## config.mk

```make
export PLATFORM = sky130hd
export DESIGN_NAME = dcs_core
export DESIGN_NICKNAME = d
export VERILOG_FILES = /design/src/verilog/dcs_pkg.sv /design/src/verilog/dcs_core.sv
export SDC_FILE = /design/constraint.sdc
export NUM_CORES = 1
export LEC_CHECK = 0
export BUFFER_PORTS_ARGS = -buffer_cell sky130_fd_sc_hd__buf_2
export CORE_UTILIZATION = 35
export CTS_CLUSTER_DIAMETER = 40
export CTS_CLUSTER_SIZE = 10
export DETAILED_ROUTE_END_ITERATION = 7
export PLACE_DENSITY = 0.65
export SYNTH_ARGS = -nofsm -noshare
export SYNTH_HDL_FRONTEND = slang
export SYNTH_SLANG_ARGS = --single-unit
```

## constraint.sdc

```tcl
create_clock -name CORE_CLK -period 2.19 [get_ports CORE_CLK]
set_input_delay 0 -clock CORE_CLK [delete_from_list [all_inputs] [get_ports CORE_CLK]]
set_output_delay 0 -clock CORE_CLK [all_outputs]
set_load 0.02 [all_outputs]
```

## src/verilog/dcs_pkg.sv

```systemverilog
// constants and carriers for the display command setup interpreter
package dcs_pkg;
  localparam logic [7:0] CMD_NOP       = 8'h00;
  localparam logic [7:0] CMD_DISP_ON   = 8'haf;
  localparam logic [7:0] CMD_DISP_OFF  = 8'hae;
  localparam logic [7:0] CMD_SETUP     = 8'hca;
  localparam logic [7:0] CMD_TIMING    = 8'ha1;
  localparam logic [7:0] CMD_DATA      = 8'hbc;
  localparam logic [7:0] CMD_SCROLL    = 8'haa;
  localparam logic [7:0] CMD_IFACE     = 8'h31;
  localparam logic [7:0] CMD_SLEEP_IN  = 8'h95;
  localparam logic [7:0] CMD_SLEEP_OUT = 8'h94;
  localparam logic [7:0] CMD_VOSC_OFF  = 8'h97;
  localparam logic [7:0] CMD_VOSC_ON   = 8'h96;
  localparam logic [7:0] CMD_OSC_STOP  = 8'h93;
  localparam logic [7:0] CMD_OSC_RUN   = 8'h92;
  localparam logic [7:0] CMD_PART_IN   = 8'ha8;
  localparam logic [7:0] CMD_PART_OUT  = 8'ha9;

  localparam int SETUP_BYTES  = 9;
  localparam int TIMING_BYTES = 7;
  localparam int SCROLL_BYTES = 4;
  localparam int IFACE_BYTES  = 2;

  // setup byte indexes (0 based)
  localparam int IX_LP_HI  = 0;
  localparam int IX_LP_LO  = 1;
  localparam int IX_PANEL  = 2;
  localparam int IX_BOOST  = 3;
  localparam int IX_LINES  = 4;
  localparam int IX_HIZ    = 5;
  localparam int IX_BP     = 6;
  localparam int IX_FP_LO  = 7;
  localparam int IX_RSV    = 8;

  // field positions
  localparam int LP_HI_LSB   = 0;
  localparam int FP_HI_LSB   = 4;
  localparam int OSCDIV_LSB  = 0;
  localparam int AUTOCOL_BIT = 6;
  localparam int POLAR_BIT   = 7;
  localparam int BST1_LSB    = 0;
  localparam int BST2_LSB    = 4;

  // reset values
  localparam logic [9:0]  RST_LINE_PERIOD = 10'h049;
  localparam logic [7:0]  RST_LINE_COUNT  = 8'hdb;
  localparam logic [7:0]  RST_BACK_PORCH  = 8'h02;
  localparam logic [11:0] RST_FRONT_PORCH = 12'h001;
  localparam logic [7:0]  RST_HIZ         = 8'h00;
  localparam logic [1:0]  RST_OSC_DIV     = 2'h0;
  localparam logic [2:0]  RST_BOOST       = 3'h4;
  localparam logic [7:0]  RST_SRC_ON      = 8'h00;
  localparam logic [7:0]  RST_SRC_OFF     = 8'h46;
  localparam logic [7:0]  RST_GATE_SEL    = 8'h04;
  localparam logic [7:0]  RST_GATE_NSEL   = 8'h44;
  localparam logic [3:0]  RST_DRIVE_MODE  = 4'h0;
  localparam logic [7:0]  RST_COMMON_ELECTRODE_DRIVE_BOOST  = 8'h13;
  localparam logic [7:0]  RST_DRIVE_SW    = 8'h09;
  localparam logic [7:0]  RST_SCR_START   = 8'h00;
  localparam logic [7:0]  RST_SCR_END     = 8'hdb;
  localparam logic [7:0]  RST_SCR_LINES   = 8'h00;
  localparam logic [1:0]  RST_SCR_MODE    = 2'h3;
  localparam logic [1:0]  RST_IF_SEL      = 2'h0;
  localparam logic [1:0]  RST_IF_DIV      = 2'h0;
  localparam logic [7:0]  RST_DATA_COND   = 8'h00;

  localparam int CNT_W = 12;

  typedef struct packed {
    logic [9:0]  line_period;
    logic [11:0] front_porch;
    logic [2:0]  boost_first;
    logic [2:0]  boost_second;
    logic [7:0]  line_count;
    logic [7:0]  back_porch;
  } dcs_sync_t;

  typedef struct packed {
    logic [1:0] osc_divide;
    logic       auto_column_shift;
    logic       panel_polarity;
    logic [7:0] source_hiz;
  } dcs_now_t;

  typedef struct packed {
    logic [7:0] src_on;
    logic [7:0] src_off;
    logic [7:0] gate_sel;
    logic [7:0] gate_nsel;
    logic [3:0] drive_mode;
    logic [7:0] common_electrode_drive_boost;
    logic [7:0] drive_sw;
  } dcs_timing_t;

  typedef struct packed {
    logic [7:0] start_addr;
    logic [7:0] end_addr;
    logic [7:0] lines;
    logic [1:0] mode;
  } dcs_scroll_t;

  typedef struct packed {
    logic display_on;
    logic partial_on;
    logic sleeping;
    logic hs_write;
    logic supply_on;
    logic osc_run;
  } dcs_single_t;

  typedef enum logic [1:0] {
    DCS_BLANK_IDLE,
    DCS_BLANK_HOLD,
    DCS_BLANK_DISCHARGE
  } dcs_blank_t;
endpackage

```

## src/verilog/dcs_core.sv

```systemverilog
// command interpreter for the display setup command group
`timescale 1ns/1ps
module dcs_core
  import dcs_pkg::*;
#(
  parameter int FRAME_LINES_MIN = 1
) (
  CORE_CLK,
  RST,
  WR_STB,
  CMD_DATA_SELECT,
  DATA_IN,
  VSYNC,
  PATH_READY,
  DISPLAY_ON,
  BLANK_DRIVE,
  GATE_ALL_ON,
  DISCHARGE,
  ON_PENDING,
  SYNC_SET,
  NOW_SET,
  COLUMN_SHIFT,
  BLANK_LEVEL,
  TIMING_SET,
  SCROLL_SET,
  IF_SELECT,
  IF_DIVIDE,
  DATA_COND,
  SINGLE_STATE
);
  input  wire logic        CORE_CLK;
  input  wire logic        RST;
  input  wire logic        WR_STB;
  input  wire logic        CMD_DATA_SELECT;
  input  wire logic [7:0]  DATA_IN;
  input  wire logic        VSYNC;
  input  wire logic        PATH_READY;
  output logic             DISPLAY_ON;
  output logic             BLANK_DRIVE;
  output logic             GATE_ALL_ON;
  output logic             DISCHARGE;
  output logic             ON_PENDING;
  output dcs_sync_t        SYNC_SET;
  output dcs_now_t         NOW_SET;
  output logic [7:0]       COLUMN_SHIFT;
  output logic             BLANK_LEVEL;
  output dcs_timing_t      TIMING_SET;
  output dcs_scroll_t      SCROLL_SET;
  output logic [1:0]       IF_SELECT;
  output logic [1:0]       IF_DIVIDE;
  output logic [7:0]       DATA_COND;
  output dcs_single_t      SINGLE_STATE;

  if (FRAME_LINES_MIN < 1 || FRAME_LINES_MIN > 15) begin : g_chk
    $error("FRAME_LINES_MIN must be 1..15");
  end

  // the byte index is four bits and stops at 15
  if (SETUP_BYTES > 15 || TIMING_BYTES > 15) begin : g_chk_cnt
    $error("parameter byte counts must fit the byte index");
  end

  // the reserved byte must be the last one of the setup set
  if (IX_RSV != SETUP_BYTES - 1) begin : g_chk_ix
    $error("setup byte indexes do not match the byte count");
  end

  logic [7:0]  cur_cmd_ff;
  logic [3:0]  idx_ff;
  logic [7:0]  shadow_ff [SETUP_BYTES];
  logic        upd_pend_ff;
  dcs_sync_t   sync_ff;
  dcs_now_t    now_ff;
  dcs_timing_t tim_ff;
  dcs_scroll_t scr_ff;
  logic [1:0]  if_sel_ff;
  logic [1:0]  if_div_ff;
  logic [7:0]  dcond_ff;
  dcs_single_t single_ff;
  logic        on_pend_ff;
  logic        off_req_ff;
  dcs_blank_t  blank_ff;
  logic [3:0]  frame_cnt_ff;

  logic        cmd_wr;
  logic        par_wr;
  logic [3:0]  nxt_idx;
  logic [7:0]  col_shift;

  assign cmd_wr = WR_STB && !CMD_DATA_SELECT;
  assign par_wr = WR_STB &&  CMD_DATA_SELECT;
  assign nxt_idx = idx_ff + 4'h1;

  // command capture; a nop does not even disturb the open command
  always_ff @(posedge CORE_CLK) begin
    if (RST) begin
      cur_cmd_ff <= CMD_NOP;
      idx_ff     <= 4'h0;
    end else if (cmd_wr && DATA_IN != CMD_NOP) begin
      cur_cmd_ff <= DATA_IN;
      idx_ff     <= 4'h0;
    end else if (par_wr && idx_ff != 4'hf) begin
      idx_ff     <= nxt_idx;
    end
  end

  // shadow bytes, only the setup command fills them
  always_ff @(posedge CORE_CLK) begin
    if (RST) begin
      for (int i = 0; i < SETUP_BYTES; i++) begin
        shadow_ff[i] <= 8'h00;
      end
    end else if (par_wr && cur_cmd_ff == CMD_SETUP &&
                 idx_ff < 4'(SETUP_BYTES)) begin
      shadow_ff[idx_ff] <= DATA_IN;
    end
  end

  // pending flag: set by the ninth byte, cleared on vsync; a drop on a new command
  // before completion is automatic since set only at the last byte
  always_ff @(posedge CORE_CLK) begin
    if (RST) begin
      upd_pend_ff <= 1'b0;
    end else if (par_wr && cur_cmd_ff == CMD_SETUP &&
                 idx_ff == 4'(SETUP_BYTES - 1)) begin
      upd_pend_ff <= 1'b1;
    end else if (VSYNC) begin
      upd_pend_ff <= 1'b0;
    end
  end

  // vsync-synced fields; reserved byte nine is ignored by design
  always_ff @(posedge CORE_CLK) begin
    if (RST) begin
      sync_ff.line_period  <= RST_LINE_PERIOD;
      sync_ff.front_porch  <= RST_FRONT_PORCH;
      sync_ff.boost_first  <= RST_BOOST;
      sync_ff.boost_second <= RST_BOOST;
      sync_ff.line_count   <= RST_LINE_COUNT;
      sync_ff.back_porch   <= RST_BACK_PORCH;
    end else if (upd_pend_ff && VSYNC) begin
      sync_ff.line_period  <= {shadow_ff[IX_LP_HI][LP_HI_LSB +: 2],
                               shadow_ff[IX_LP_LO]};
      sync_ff.front_porch  <= {shadow_ff[IX_LP_HI][FP_HI_LSB +: 4],
                               shadow_ff[IX_FP_LO]};
      sync_ff.boost_first  <= shadow_ff[IX_BOOST][BST1_LSB +: 3];
      sync_ff.boost_second <= shadow_ff[IX_BOOST][BST2_LSB +: 3];
      sync_ff.line_count   <= shadow_ff[IX_LINES];
      sync_ff.back_porch   <= shadow_ff[IX_BP];
    end
  end

  // bytes three and six take effect at once
  always_ff @(posedge CORE_CLK) begin
    if (RST) begin
      now_ff.osc_divide        <= RST_OSC_DIV;
      now_ff.auto_column_shift <= 1'b0;
      now_ff.panel_polarity    <= 1'b0;
      now_ff.source_hiz        <= RST_HIZ;
    end else if (par_wr && cur_cmd_ff == CMD_SETUP) begin
      if (idx_ff == 4'(IX_PANEL)) begin
        now_ff.osc_divide        <= DATA_IN[OSCDIV_LSB +: 2];
        now_ff.auto_column_shift <= DATA_IN[AUTOCOL_BIT];
        now_ff.panel_polarity    <= DATA_IN[POLAR_BIT];
      end
      if (idx_ff == 4'(IX_HIZ)) begin
        now_ff.source_hiz <= DATA_IN;
      end
    end
  end

  // display timing bytes; bytes past the seventh are ignored
  always_ff @(posedge CORE_CLK) begin
    if (RST) begin
      tim_ff <= '{RST_SRC_ON, RST_SRC_OFF, RST_GATE_SEL, RST_GATE_NSEL,
                  RST_DRIVE_MODE, RST_COMMON_ELECTRODE_DRIVE_BOOST, RST_DRIVE_SW};
    end else if (par_wr && cur_cmd_ff == CMD_TIMING) begin
      unique case (idx_ff)
        4'h0:    tim_ff.src_on     <= DATA_IN;
        4'h1:    tim_ff.src_off    <= DATA_IN;
        4'h2:    tim_ff.gate_sel   <= DATA_IN;
        4'h3:    tim_ff.gate_nsel  <= DATA_IN;
        4'h4:    tim_ff.drive_mode <= DATA_IN[3:0];
        4'h5:    tim_ff.common_electrode_drive_boost <= DATA_IN;
        4'h6:    tim_ff.drive_sw   <= DATA_IN;
        default: ;
      endcase
    end
  end

  // area scroll bytes
  always_ff @(posedge CORE_CLK) begin
    if (RST) begin
      scr_ff <= '{RST_SCR_START, RST_SCR_END, RST_SCR_LINES,
                  RST_SCR_MODE};
    end else if (par_wr && cur_cmd_ff == CMD_SCROLL) begin
      unique case (idx_ff)
        4'h0:    scr_ff.start_addr <= DATA_IN;
        4'h1:    scr_ff.end_addr   <= DATA_IN;
        4'h2:    scr_ff.lines      <= DATA_IN;
        4'h3:    scr_ff.mode       <= DATA_IN[1:0];
        default: ;
      endcase
    end
  end

  // display data interface bytes
  always_ff @(posedge CORE_CLK) begin
    if (RST) begin
      if_sel_ff <= RST_IF_SEL;
      if_div_ff <= RST_IF_DIV;
    end else if (par_wr && cur_cmd_ff == CMD_IFACE) begin
      if (idx_ff == 4'h0) begin
        if_sel_ff <= DATA_IN[1:0];
      end
      if (idx_ff == 4'h1) begin
        if_div_ff <= DATA_IN[1:0];
      end
    end
  end

  // data condition byte; extra bytes are dropped
  always_ff @(posedge CORE_CLK) begin
    if (RST) begin
      dcond_ff <= RST_DATA_COND;
    end else if (par_wr && cur_cmd_ff == CMD_DATA && idx_ff == 4'h0) begin
      dcond_ff <= DATA_IN;
    end
  end

  // single-byte command state
  always_ff @(posedge CORE_CLK) begin
    if (RST) begin
      single_ff <= '{1'b0, 1'b0, 1'b1, 1'b0, 1'b0, 1'b0};
    end else begin
      if (cmd_wr) begin
        unique case (DATA_IN)
          CMD_SLEEP_IN:  single_ff.sleeping   <= 1'b1;
          CMD_SLEEP_OUT: single_ff.sleeping   <= 1'b0;
          CMD_VOSC_OFF:  single_ff.supply_on  <= 1'b0;
          CMD_VOSC_ON:   single_ff.supply_on  <= 1'b1;
          CMD_OSC_STOP:  single_ff.osc_run    <= 1'b0;
          CMD_OSC_RUN:   single_ff.osc_run    <= 1'b1;
          CMD_PART_IN:   single_ff.partial_on <= 1'b1;
          CMD_PART_OUT:  single_ff.partial_on <= 1'b0;
          CMD_DISP_OFF:  single_ff.display_on <= 1'b0;
          default: ;
        endcase
      end
      // a deferred on executes once the path is up
      if (on_pend_ff && PATH_READY && !single_ff.sleeping) begin
        single_ff.display_on <= 1'b1;
      end
    end
  end

  // display-on pending flag; an off command cancels it
  always_ff @(posedge CORE_CLK) begin
    if (RST) begin
      on_pend_ff <= 1'b0;
    end else if (cmd_wr && DATA_IN == CMD_DISP_ON) begin
      on_pend_ff <= 1'b1;
    end else if (cmd_wr && DATA_IN == CMD_DISP_OFF) begin
      on_pend_ff <= 1'b0;
    end else if (PATH_READY && !single_ff.sleeping) begin
      on_pend_ff <= 1'b0;
    end
  end

  // off request stays until the next frame boundary
  always_ff @(posedge CORE_CLK) begin
    if (RST) begin
      off_req_ff <= 1'b0;
    end else if (cmd_wr && DATA_IN == CMD_DISP_OFF) begin
      off_req_ff <= 1'b1;
    end else if (VSYNC) begin
      off_req_ff <= 1'b0;
    end
  end

  // blanking sequence: ground drive with gates on, then discharge
  always_ff @(posedge CORE_CLK) begin
    if (RST) begin
      blank_ff     <= DCS_BLANK_IDLE;
      frame_cnt_ff <= 4'h0;
    end else begin
      unique case (blank_ff)
        DCS_BLANK_IDLE: begin
          if (off_req_ff && VSYNC) begin
            blank_ff     <= DCS_BLANK_HOLD;
            frame_cnt_ff <= 4'h0;
          end
        end
        DCS_BLANK_HOLD: begin
          // count whole frames; the entry vsync starts the first one
          if (VSYNC) begin
            if (frame_cnt_ff == 4'(FRAME_LINES_MIN - 1)) begin
              blank_ff <= DCS_BLANK_DISCHARGE;
            end else begin
              frame_cnt_ff <= frame_cnt_ff + 4'h1;
            end
          end
        end
        DCS_BLANK_DISCHARGE: begin
          if (single_ff.display_on) begin
            blank_ff <= DCS_BLANK_IDLE;
          end
        end
      endcase
    end
  end

  // column offset follows hi-z width only when auto mode is on
  always_comb begin
    col_shift = 8'h00;
    if (now_ff.auto_column_shift && now_ff.source_hiz[3]) begin
      col_shift = {5'h00, now_ff.source_hiz[2:0]} + 8'h01;
    end
  end

  assign DISPLAY_ON   = single_ff.display_on && blank_ff == DCS_BLANK_IDLE
                        && !off_req_ff;
  assign BLANK_DRIVE  = blank_ff == DCS_BLANK_HOLD;
  assign GATE_ALL_ON  = blank_ff == DCS_BLANK_HOLD;
  assign DISCHARGE    = blank_ff == DCS_BLANK_DISCHARGE;
  assign ON_PENDING   = on_pend_ff;
  assign SYNC_SET     = sync_ff;
  assign NOW_SET      = now_ff;
  assign COLUMN_SHIFT = col_shift;
  assign BLANK_LEVEL  = now_ff.panel_polarity;
  assign TIMING_SET   = tim_ff;
  assign SCROLL_SET   = scr_ff;
  assign IF_SELECT    = if_sel_ff;
  assign IF_DIVIDE    = if_div_ff;
  assign DATA_COND    = dcond_ff;
  assign SINGLE_STATE = single_ff;
endmodule

```

==> summary.txt, run 1 <==
Timing
  – Slew @ Worst Pin: 0.708 ns
  – Final setup margin: 0.123 ns
  – Clk_skew: 0.0247 ns
  – Max-slew violations: 0
  – Hold_ws: 0.0141 ns
  – Final setup TNS: 0 ns
  – Unrepaired setup endpoints after global routing: no
  – Minimum clock period: 2.07 ns
  – Final period utilization: 94.4%
  – Fmax: 484 MHz
  – Final setup vio count: 0
  – Relative slew slack: 52.8%
  – Final hold vios: 0

CTS
  – H-tree Lvls: 2
  – Clock Pin Slew Worst Setup and Hold Paths: 0.05 ns
  – Clock Path Buffers: 3
  – CTS tree: yes
  – Clk root buf: clkbuf_16
  – Post-CTS setup buffers: 0
  – Worst-Skew Late Latency: 0.52 ns
  – Num Clock Sinks: 216
  – CTS buffer count: 37

Placed design
  – Routability cong.: 0.798
  – Port Buf Inserts: 174
  – Pre-CTS WS: 0.0898 ns
  – Number of cells after detailed placement: 1321
  – Final HPWL DP: 14400 microns

Synthesis
  – Largest area contributor in the netlist: dfxtp_1
  – Synth top cells by count: 172 x dfxtp_1, 117 x nand2_1, 100 x nor2_1
  – Post-Syn Area: 0.00853 sq mm
  – Synth warn: 0
  – Synth area leaders: dfxtp_1 40%, edfxtp_1 15%, mux2i_1 10%
  – Cells after Synth: 851
  – Register area share after synthesis: 55.8%
  – Syn Area/Cell: 10.0 sq um
  – Fraction of registers with async set/reset: 0%
  – Top-area cell type share of the netlist area: 40.3%
  – Top-count cell post-synth: dfxtp_1
  – EDFF count, synth: 44
  – Seq cells post-synth: 216
  – Yosys cell types: 53
  – Synth Flop Type: dfxtp_1

Setup path
  – Worst-path maximum fanout: 5
  – Path depth of the worst reg2reg path: 6
  – Nature of the critical path startpoint: flop
  – WP data arrival: 2.43 ns
  – CP Capture Type: flop
  – Critical Path RT: 2.55 ns
  – Reg2Reg Setup Slack: 0.12 ns
  – RR Endpoint: IF_DIVIDE[0]
  – R2r startpoint: idx_ff[1]
  – WS Path Type: reg2reg

Min path
  – Hold Crit Class: in2reg
  – Worst hold endpoint: SYNC_SET[34]
  – Hold Crit Start: RST
  – Hold depth: 3

Final layout
  – P&R area growth vs syn: 31.2%
  – Non-Filler Instances: 1396
  – Nets: 1073
  – Layout cells sized above 1: 28.4%
  – Core Util, Final: 47.3%
  – Inserted Diodes: 0

Pwr
  – P_sw: 0.00228 W
  – Sw frac: 22.8%
  – Clock power share: 55.6%
  – Pint: 0.00772 W
  – Reg power frac: 41.2%
  – VDD IR max: 0.000756 V
  – Logic pwr share: 3.2%
  – Static Leak: 4.69 nW
  – Pwr per Cell Area: 893 mW/mm^2

Floorplanning
  – I/O Pins: 180
  – Starting Density: 36.0%
  – Row count: 56
  – Core area: 0.0237 sq mm
  – Die height: 158 microns
  – Horiz. Die Dim: 158 microns
  – Die Footprint: 0.0250 sq mm

Routing
  – DRT Wirelength: 22800 microns
  – DRC Markers: 0
  – Vias: 6593
  – Vias per cell: 4.72
  – Wire per inst: 16.3 microns
  – DRT antenna net count: 0
  – Drt first pass iters: 5
  – Starting DRT DRC Count: 303

Global routing
  – GRT Total Usage: 18.4%
  – Vias in the first global route: 6378
  – Congestion Overflow GR: 0
  – First-pass GRT wire length: 35500 microns
  – Initial antenna violation count: 0
  – Largest net degree at the start of global routing: 157

Outcome
  – Outcome: finished, final reports clean

Flow run
  – Max-cap viol count: 0
## layout make-up
class	count	area (sq um)
flip-flops and latches	216	4770
well taps	319	399
repair buffers	225	1300
fillers	2240	12500
multi-input cells	558	3470
inverters	11	41.3
clock inverters	21	223
clock buffers	46	1000
## power by group through the flow
stage | Clock [W] | Sequential, W | Combinational (W)
3_3_place_gp | 0 | 0.00419 | 0.000313
4_1_cts | 0.00569 | 0.00411 | 0.000328
2_1_floorplan | 0 | 0.00419 | 0.000193
3_5_place_dp | 0 | 0.00419 | 0.000315
6_report | 0.00556 | 0.00412 | 0.000323
5_1_grt | 0.00587 | 0.00412 | 0.000351
## worst max-delay path by stage
| stage | startpoint | endpoint | slack [ns] | cells after the start |
|---|---|---|---|---|
| 6_report | idx_ff[1] | IF_DIVIDE[0] | 0.12 | 6 |
| 2_1_floorplan | idx_ff[0] | TIMING_SET[36] | 0.15 | 6 |
| 3_5_place_dp | idx_ff[0] | IF_DIVIDE[0] | 0.09 | 5 |
| 5_1_grt | idx_ff[1] | TIMING_SET[41] | 0.004 | 7 |
| 3_3_place_gp | idx_ff[1] | IF_DIVIDE[1] | 0.14 | 6 |
| 4_1_cts | idx_ff[0] | IF_DIVIDE[0] | 0.09 | 5 |
## sequential cells by signal (all words and copies together), names as in the netlist
register / count
TIMING_SET: 52
SYNC_SET: 44
shadow_ff: 44
SCROLL_SET: 26
NOW_SET: 11
DATA_COND: 8
cur_cmd_ff: 8
SINGLE_STATE: 5
frame_cnt_ff: 4
idx_ff: 4
IF_DIVIDE: 2
IF_SELECT: 2
blank_ff: 2
BLANK_LEVEL: 1
ON_PENDING: 1
off_req_ff: 1
upd_pend_ff: 1
## critical path: stages (launching register included)
cell and delay, ns:
dfxtp_1 0.34, inv_1 0.09, ha_1 0.20, or3b_2 0.51
or4_4 0.58, mux2i_1 0.16, nor2_1 0.05
## logic make-up (layout without fill, tap and decap cells)
family | count (synthesis) | after routing | share of synthesized area [%]
muxes | 88 | 88 | 10.4
and+or+nand+nor | 370 | 370 | 22.4
buffers and inverters | 81 | 303 | 4.05
other | 1 | 5 | 0.0439
xor gates and xnor gates | 2 | 2 | 0.205
adders and majority gates | 10 | 10 | 1.47
AOI/OAI and AO/OA | 83 | 83 | 5.64
DFF | 216 | 216 | 55.8
## stage by stage
step                power [W]  area (sq um)
global route           0.0103         11200
detailed placement    0.00451          9890
global placement      0.00451          9890
CTS                    0.0101         11200
finish                 0.0100         11200
floorplan             0.00438          8550
## cells in the final DEF, fill, tap and decap left out, types with 3 or more instances in the layout
master | netlist | layout
a21oi_1 | 59 | 59
a22oi_1 | 6 | 6
and2_1 | 37 | 37
and3_1 | 17 | 17
buf_2 | 8 | 173
buf_4 | 8 | 42
clkbuf_1 | 51 | 5
clkbuf_16 | 0 | 37
clkbuf_8 | 0 | 4
clkinv_2 | 0 | 3
clkinv_4 | 0 | 5
conb_1 | 1 | 5
dfxtp_1 | 172 | 171
dlygate4sd3_1 | 0 | 8
edfxtp_1 | 44 | 44
ha_1 | 10 | 10
inv_1 | 11 | 11
inv_6 | 0 | 6
mux2i_1 | 86 | 86
nand2_1 | 117 | 117
nand2b_1 | 5 | 5
nand3_1 | 20 | 20
nand3b_1 | 6 | 6
nor2_1 | 100 | 100
nor2b_1 | 6 | 6
nor3_1 | 21 | 21
nor4_1 | 7 | 3
nor4_2 | 2 | 6
nor4_4 | 7 | 7
o31ai_1 | 4 | 4
or2_2 | 4 | 4
or4_1 | 4 | 3
## timing repair
action	in CTS	in global routing
gates resized for setup	0	2
hold endpoints to repair	36	0
hold buffers	8	0
setup endpoints to repair	0	4
## per-layer routing
metal | up-vias | wire length, microns | track usage [%] | part of all wire (%)
met1 | 3105 | 10200 | 23.0 | 45
met3 | 31 | 1350 | 4.90 | 5.9
met2 | 163 | 10900 | 31.0 | 48
met5 | - | 0 | 0 | 0
li1 | 3294 | - | - | -
met4 | 0 | 355 | 5.22 | 1.6
Note: power is estimated with default switching activity, not from simulation.
==> inputs of run 2 (changes only) <==
--- a/config.mk
+++ b/config.mk
@@ -11,6 +11,7 @@
 export CTS_CLUSTER_SIZE = 10
 export DETAILED_ROUTE_END_ITERATION = 7
 export PLACE_DENSITY = 0.65
+export RECOVER_POWER = 25
 export SYNTH_ARGS = -nofsm -noshare
 export SYNTH_HDL_FRONTEND = slang
 export SYNTH_SLANG_ARGS = --single-unit
==> run 2 against run 1 <==
Global-route usage unchanged. Total power about the same. Clock skew about the same. Critical endpoint is now SCROLL_SET[15]. Largest cell class unchanged. Largest power group unchanged.
==> summary.txt, run 2 (synthesis gave the netlist of run 1 again) <==
Floorplanning
  – Die height: 158 microns (unchanged)
  – Die Footprint: 0.0250 sq mm (unchanged)
  – Starting Density: 36.0% (unchanged)
  – I/O Pins: 180 (unchanged)
  – Horiz. Die Dim: 158 microns (unchanged)
  – Row count: 56 (unchanged)
  – Core area: 0.0237 sq mm (unchanged)

Outcome
  – Outcome: finished, final reports clean

Setup path
  – R2r startpoint: idx_ff[1]
  – Path depth of the worst reg2reg path: 7 (+1)
  – Reg2Reg Setup Slack: 0.12 ns (about the same)
  – WP data arrival: 2.44 ns (about the same)
  – Nature of the critical path startpoint: flop
  – Worst-path maximum fanout: 14 (+9)
  – RR Endpoint: SCROLL_SET[15]
  – Max incr delay on CP: 0.51 ns (-0.07 ns)
  – Max stage delay cell, worst path: or3b_2
  – Critical Path RT: 2.56 ns (about the same)
  – Cell family with most CP delay: simple AND/OR/NAND/NOR gates
  – WS Path Type: reg2reg
  – CP cell instances: inv_1 > ha_1 > or3b_2 > nor4_2 > buf_12 > mux2i_1 > nor2_1
  – CP bufs+invs: 2 (+1)
  – CP Capture Type: flop

Timing
  – Max-slew violations: 0 (unchanged)
  – Final period utilization: 94.7% (+0.29 points)
  – Final setup margin: 0.116 ns (-0.00641 ns)
  – Final setup vio count: 0 (unchanged)
  – Unrepaired setup endpoints after global routing: no
  – Final hold vios: 0 (unchanged)
  – Relative slew slack: 53.0% (+0.25 points)
  – Clk_skew: 0.0248 ns (+0.0000719 ns)
  – Slew @ Worst Pin: 0.704 ns (-0.00368 ns)
  – Final setup TNS: 0 ns (unchanged)
  – Minimum clock period: 2.07 ns (+0.00641 ns)
  – Fmax: 482 MHz (-0.31%)

CTS
  – Clock Path Buffers: 3 (unchanged)
  – CTS tree: yes
  – CTS buffer count: 37 (unchanged)
  – Worst-Skew Late Latency: 0.52 ns (about the same)
  – Clk root buf: clkbuf_16
  – Clock Pin Slew Worst Setup and Hold Paths: 0.05 ns (about the same)
  – Num Clock Sinks: 216 (unchanged)
  – Post-CTS setup buffers: 0 (unchanged)
  – H-tree Lvls: 2 (unchanged)

Pwr
  – Static Leak: 4.28 nW (-8.6%)
  – Pwr per Cell Area: 904 mW/mm^2 (+1.2%)
  – VDD IR max: 0.000757 V (+0.10%)

Placed design
  – Number of cells after detailed placement: 1321 (unchanged)
  – Pre-CTS WS: 0.0898 ns (unchanged)
  – Port Buf Inserts: 174 (unchanged)
  – Final HPWL DP: 14400 microns (unchanged)
  – Routability cong.: 0.798 (unchanged)

Routing
  – Wire per inst: 16.3 microns (+0.17%)
  – DRT antenna net count: 0 (unchanged)
  – Vias per cell: 4.74 (+0.44%)
  – Vias: 6622 (+0.44%)
  – DRT Wirelength: 22800 microns (+0.17%)
  – Starting DRT DRC Count: 305 (+0.66%)
  – DRC Markers: 0 (unchanged)
  – Drt first pass iters: 4 (-1)

Final layout
  – Inserted Diodes: 0 (unchanged)
  – Most frequent cells in the layout: 171 x dfxtp_1, 117 x nand2_1, 110 x clkbuf_1
  – Most common cell after layout, fill and taps aside: dfxtp_1
  – Nets: 1073 (unchanged)
  – Core Util, Final: 46.7% (-0.55 points)
  – Layout cells sized above 1: 18.7% (-9.7 points)
  – Non-Filler Instances: 1396 (unchanged)
  – Max FFs per register: 52 (unchanged)
  – P&R area growth vs syn: 29.7%

Global routing
  – First-pass GRT wire length: 35500 microns (unchanged)
  – Congestion Overflow GR: 0 (unchanged)
  – Largest net degree at the start of global routing: 157 (unchanged)
  – Initial antenna violation count: 0 (unchanged)
  – Vias in the first global route: 6378 (unchanged)
  – GRT Total Usage: 18.4% (unchanged)

Min path
  – Hold Crit Class: in2reg
  – Worst hold endpoint: SYNC_SET[34]
  – Hold Crit Start: RST
  – Hold depth: 3 (unchanged)

Flow run
  – Max-cap viol count: 0 (unchanged)
run 2: cell count changes in the layout (fill, tap and decap cells not counted):
cell	change
buf_2	-105
clkbuf_1	+105
run 2: report_power, final:
group / internal, W / leakage (nW) / switching, W
sequential: 0.00410 / 1.84 / 0.0000185
combinational: 0.0000855 / 1.85 / 0.000238
clock: 0.00353 / 0.594 / 0.00203
total: 0.00772 / 4.28 / 0.00229
run 2: cell type report:
class	count	area, sq um
Tap cell	319	399
Clock buffer	46	1000
Fill cell	2299	12600
Multi-Input combinational cell	558	3470
Clock inverter	21	223
Timing Repair Buffer	225	1170
Sequential cell	216	4770
Inverter	11	41.3
run 2: routing by layer:
metal	GRT usage, %	share of wire [%]	vias to the layer above
li1	-	-	3300
met5	0	0	-
met3	4.90	6.0	35
met1	23.0	44	3125
met4	5.22	1.7	0
met2	31.0	48	162
run 2: tightest hold or removal path: stages:
cell	delay, ns
buf_4	0.12
inv_1	0.24
nand3_1	0.14
run 2: per-stage QoR:
step | hold WS [ns] | area [sq um] | power, W
finish | 0.0207 | 11100 | 0.0100
global route | 0.0457 | 11100 | 0.0103
global placement | 0.291 | 9890 | 0.00451
floorplan | 0.161 | 8550 | 0.00438
CTS | 0.00114 | 11200 | 0.0101
detailed placement | 0.303 | 9890 | 0.00451
run 2: timing repair:
action / 4_1_cts / 5_1_grt
gates resized for setup: 0 / 2
hold buffers: 8 / 0
hold endpoints to repair: 36 / 0
endpoints found under the setup margin: 0 / 4
run 2: worst max-delay path by stage:
stage / start / endpoint / slack, ns / cells past startpoint
6_report: idx_ff[1] / SCROLL_SET[15] / 0.12 / 7
5_1_grt: idx_ff[1] / TIMING_SET[41] / 0.004 / 7
4_1_cts: idx_ff[0] / IF_DIVIDE[0] / 0.09 / 5
3_5_place_dp: idx_ff[0] / IF_DIVIDE[0] / 0.09 / 5
3_3_place_gp: idx_ff[1] / IF_DIVIDE[1] / 0.14 / 6
2_1_floorplan: idx_ff[0] / TIMING_SET[36] / 0.15 / 6
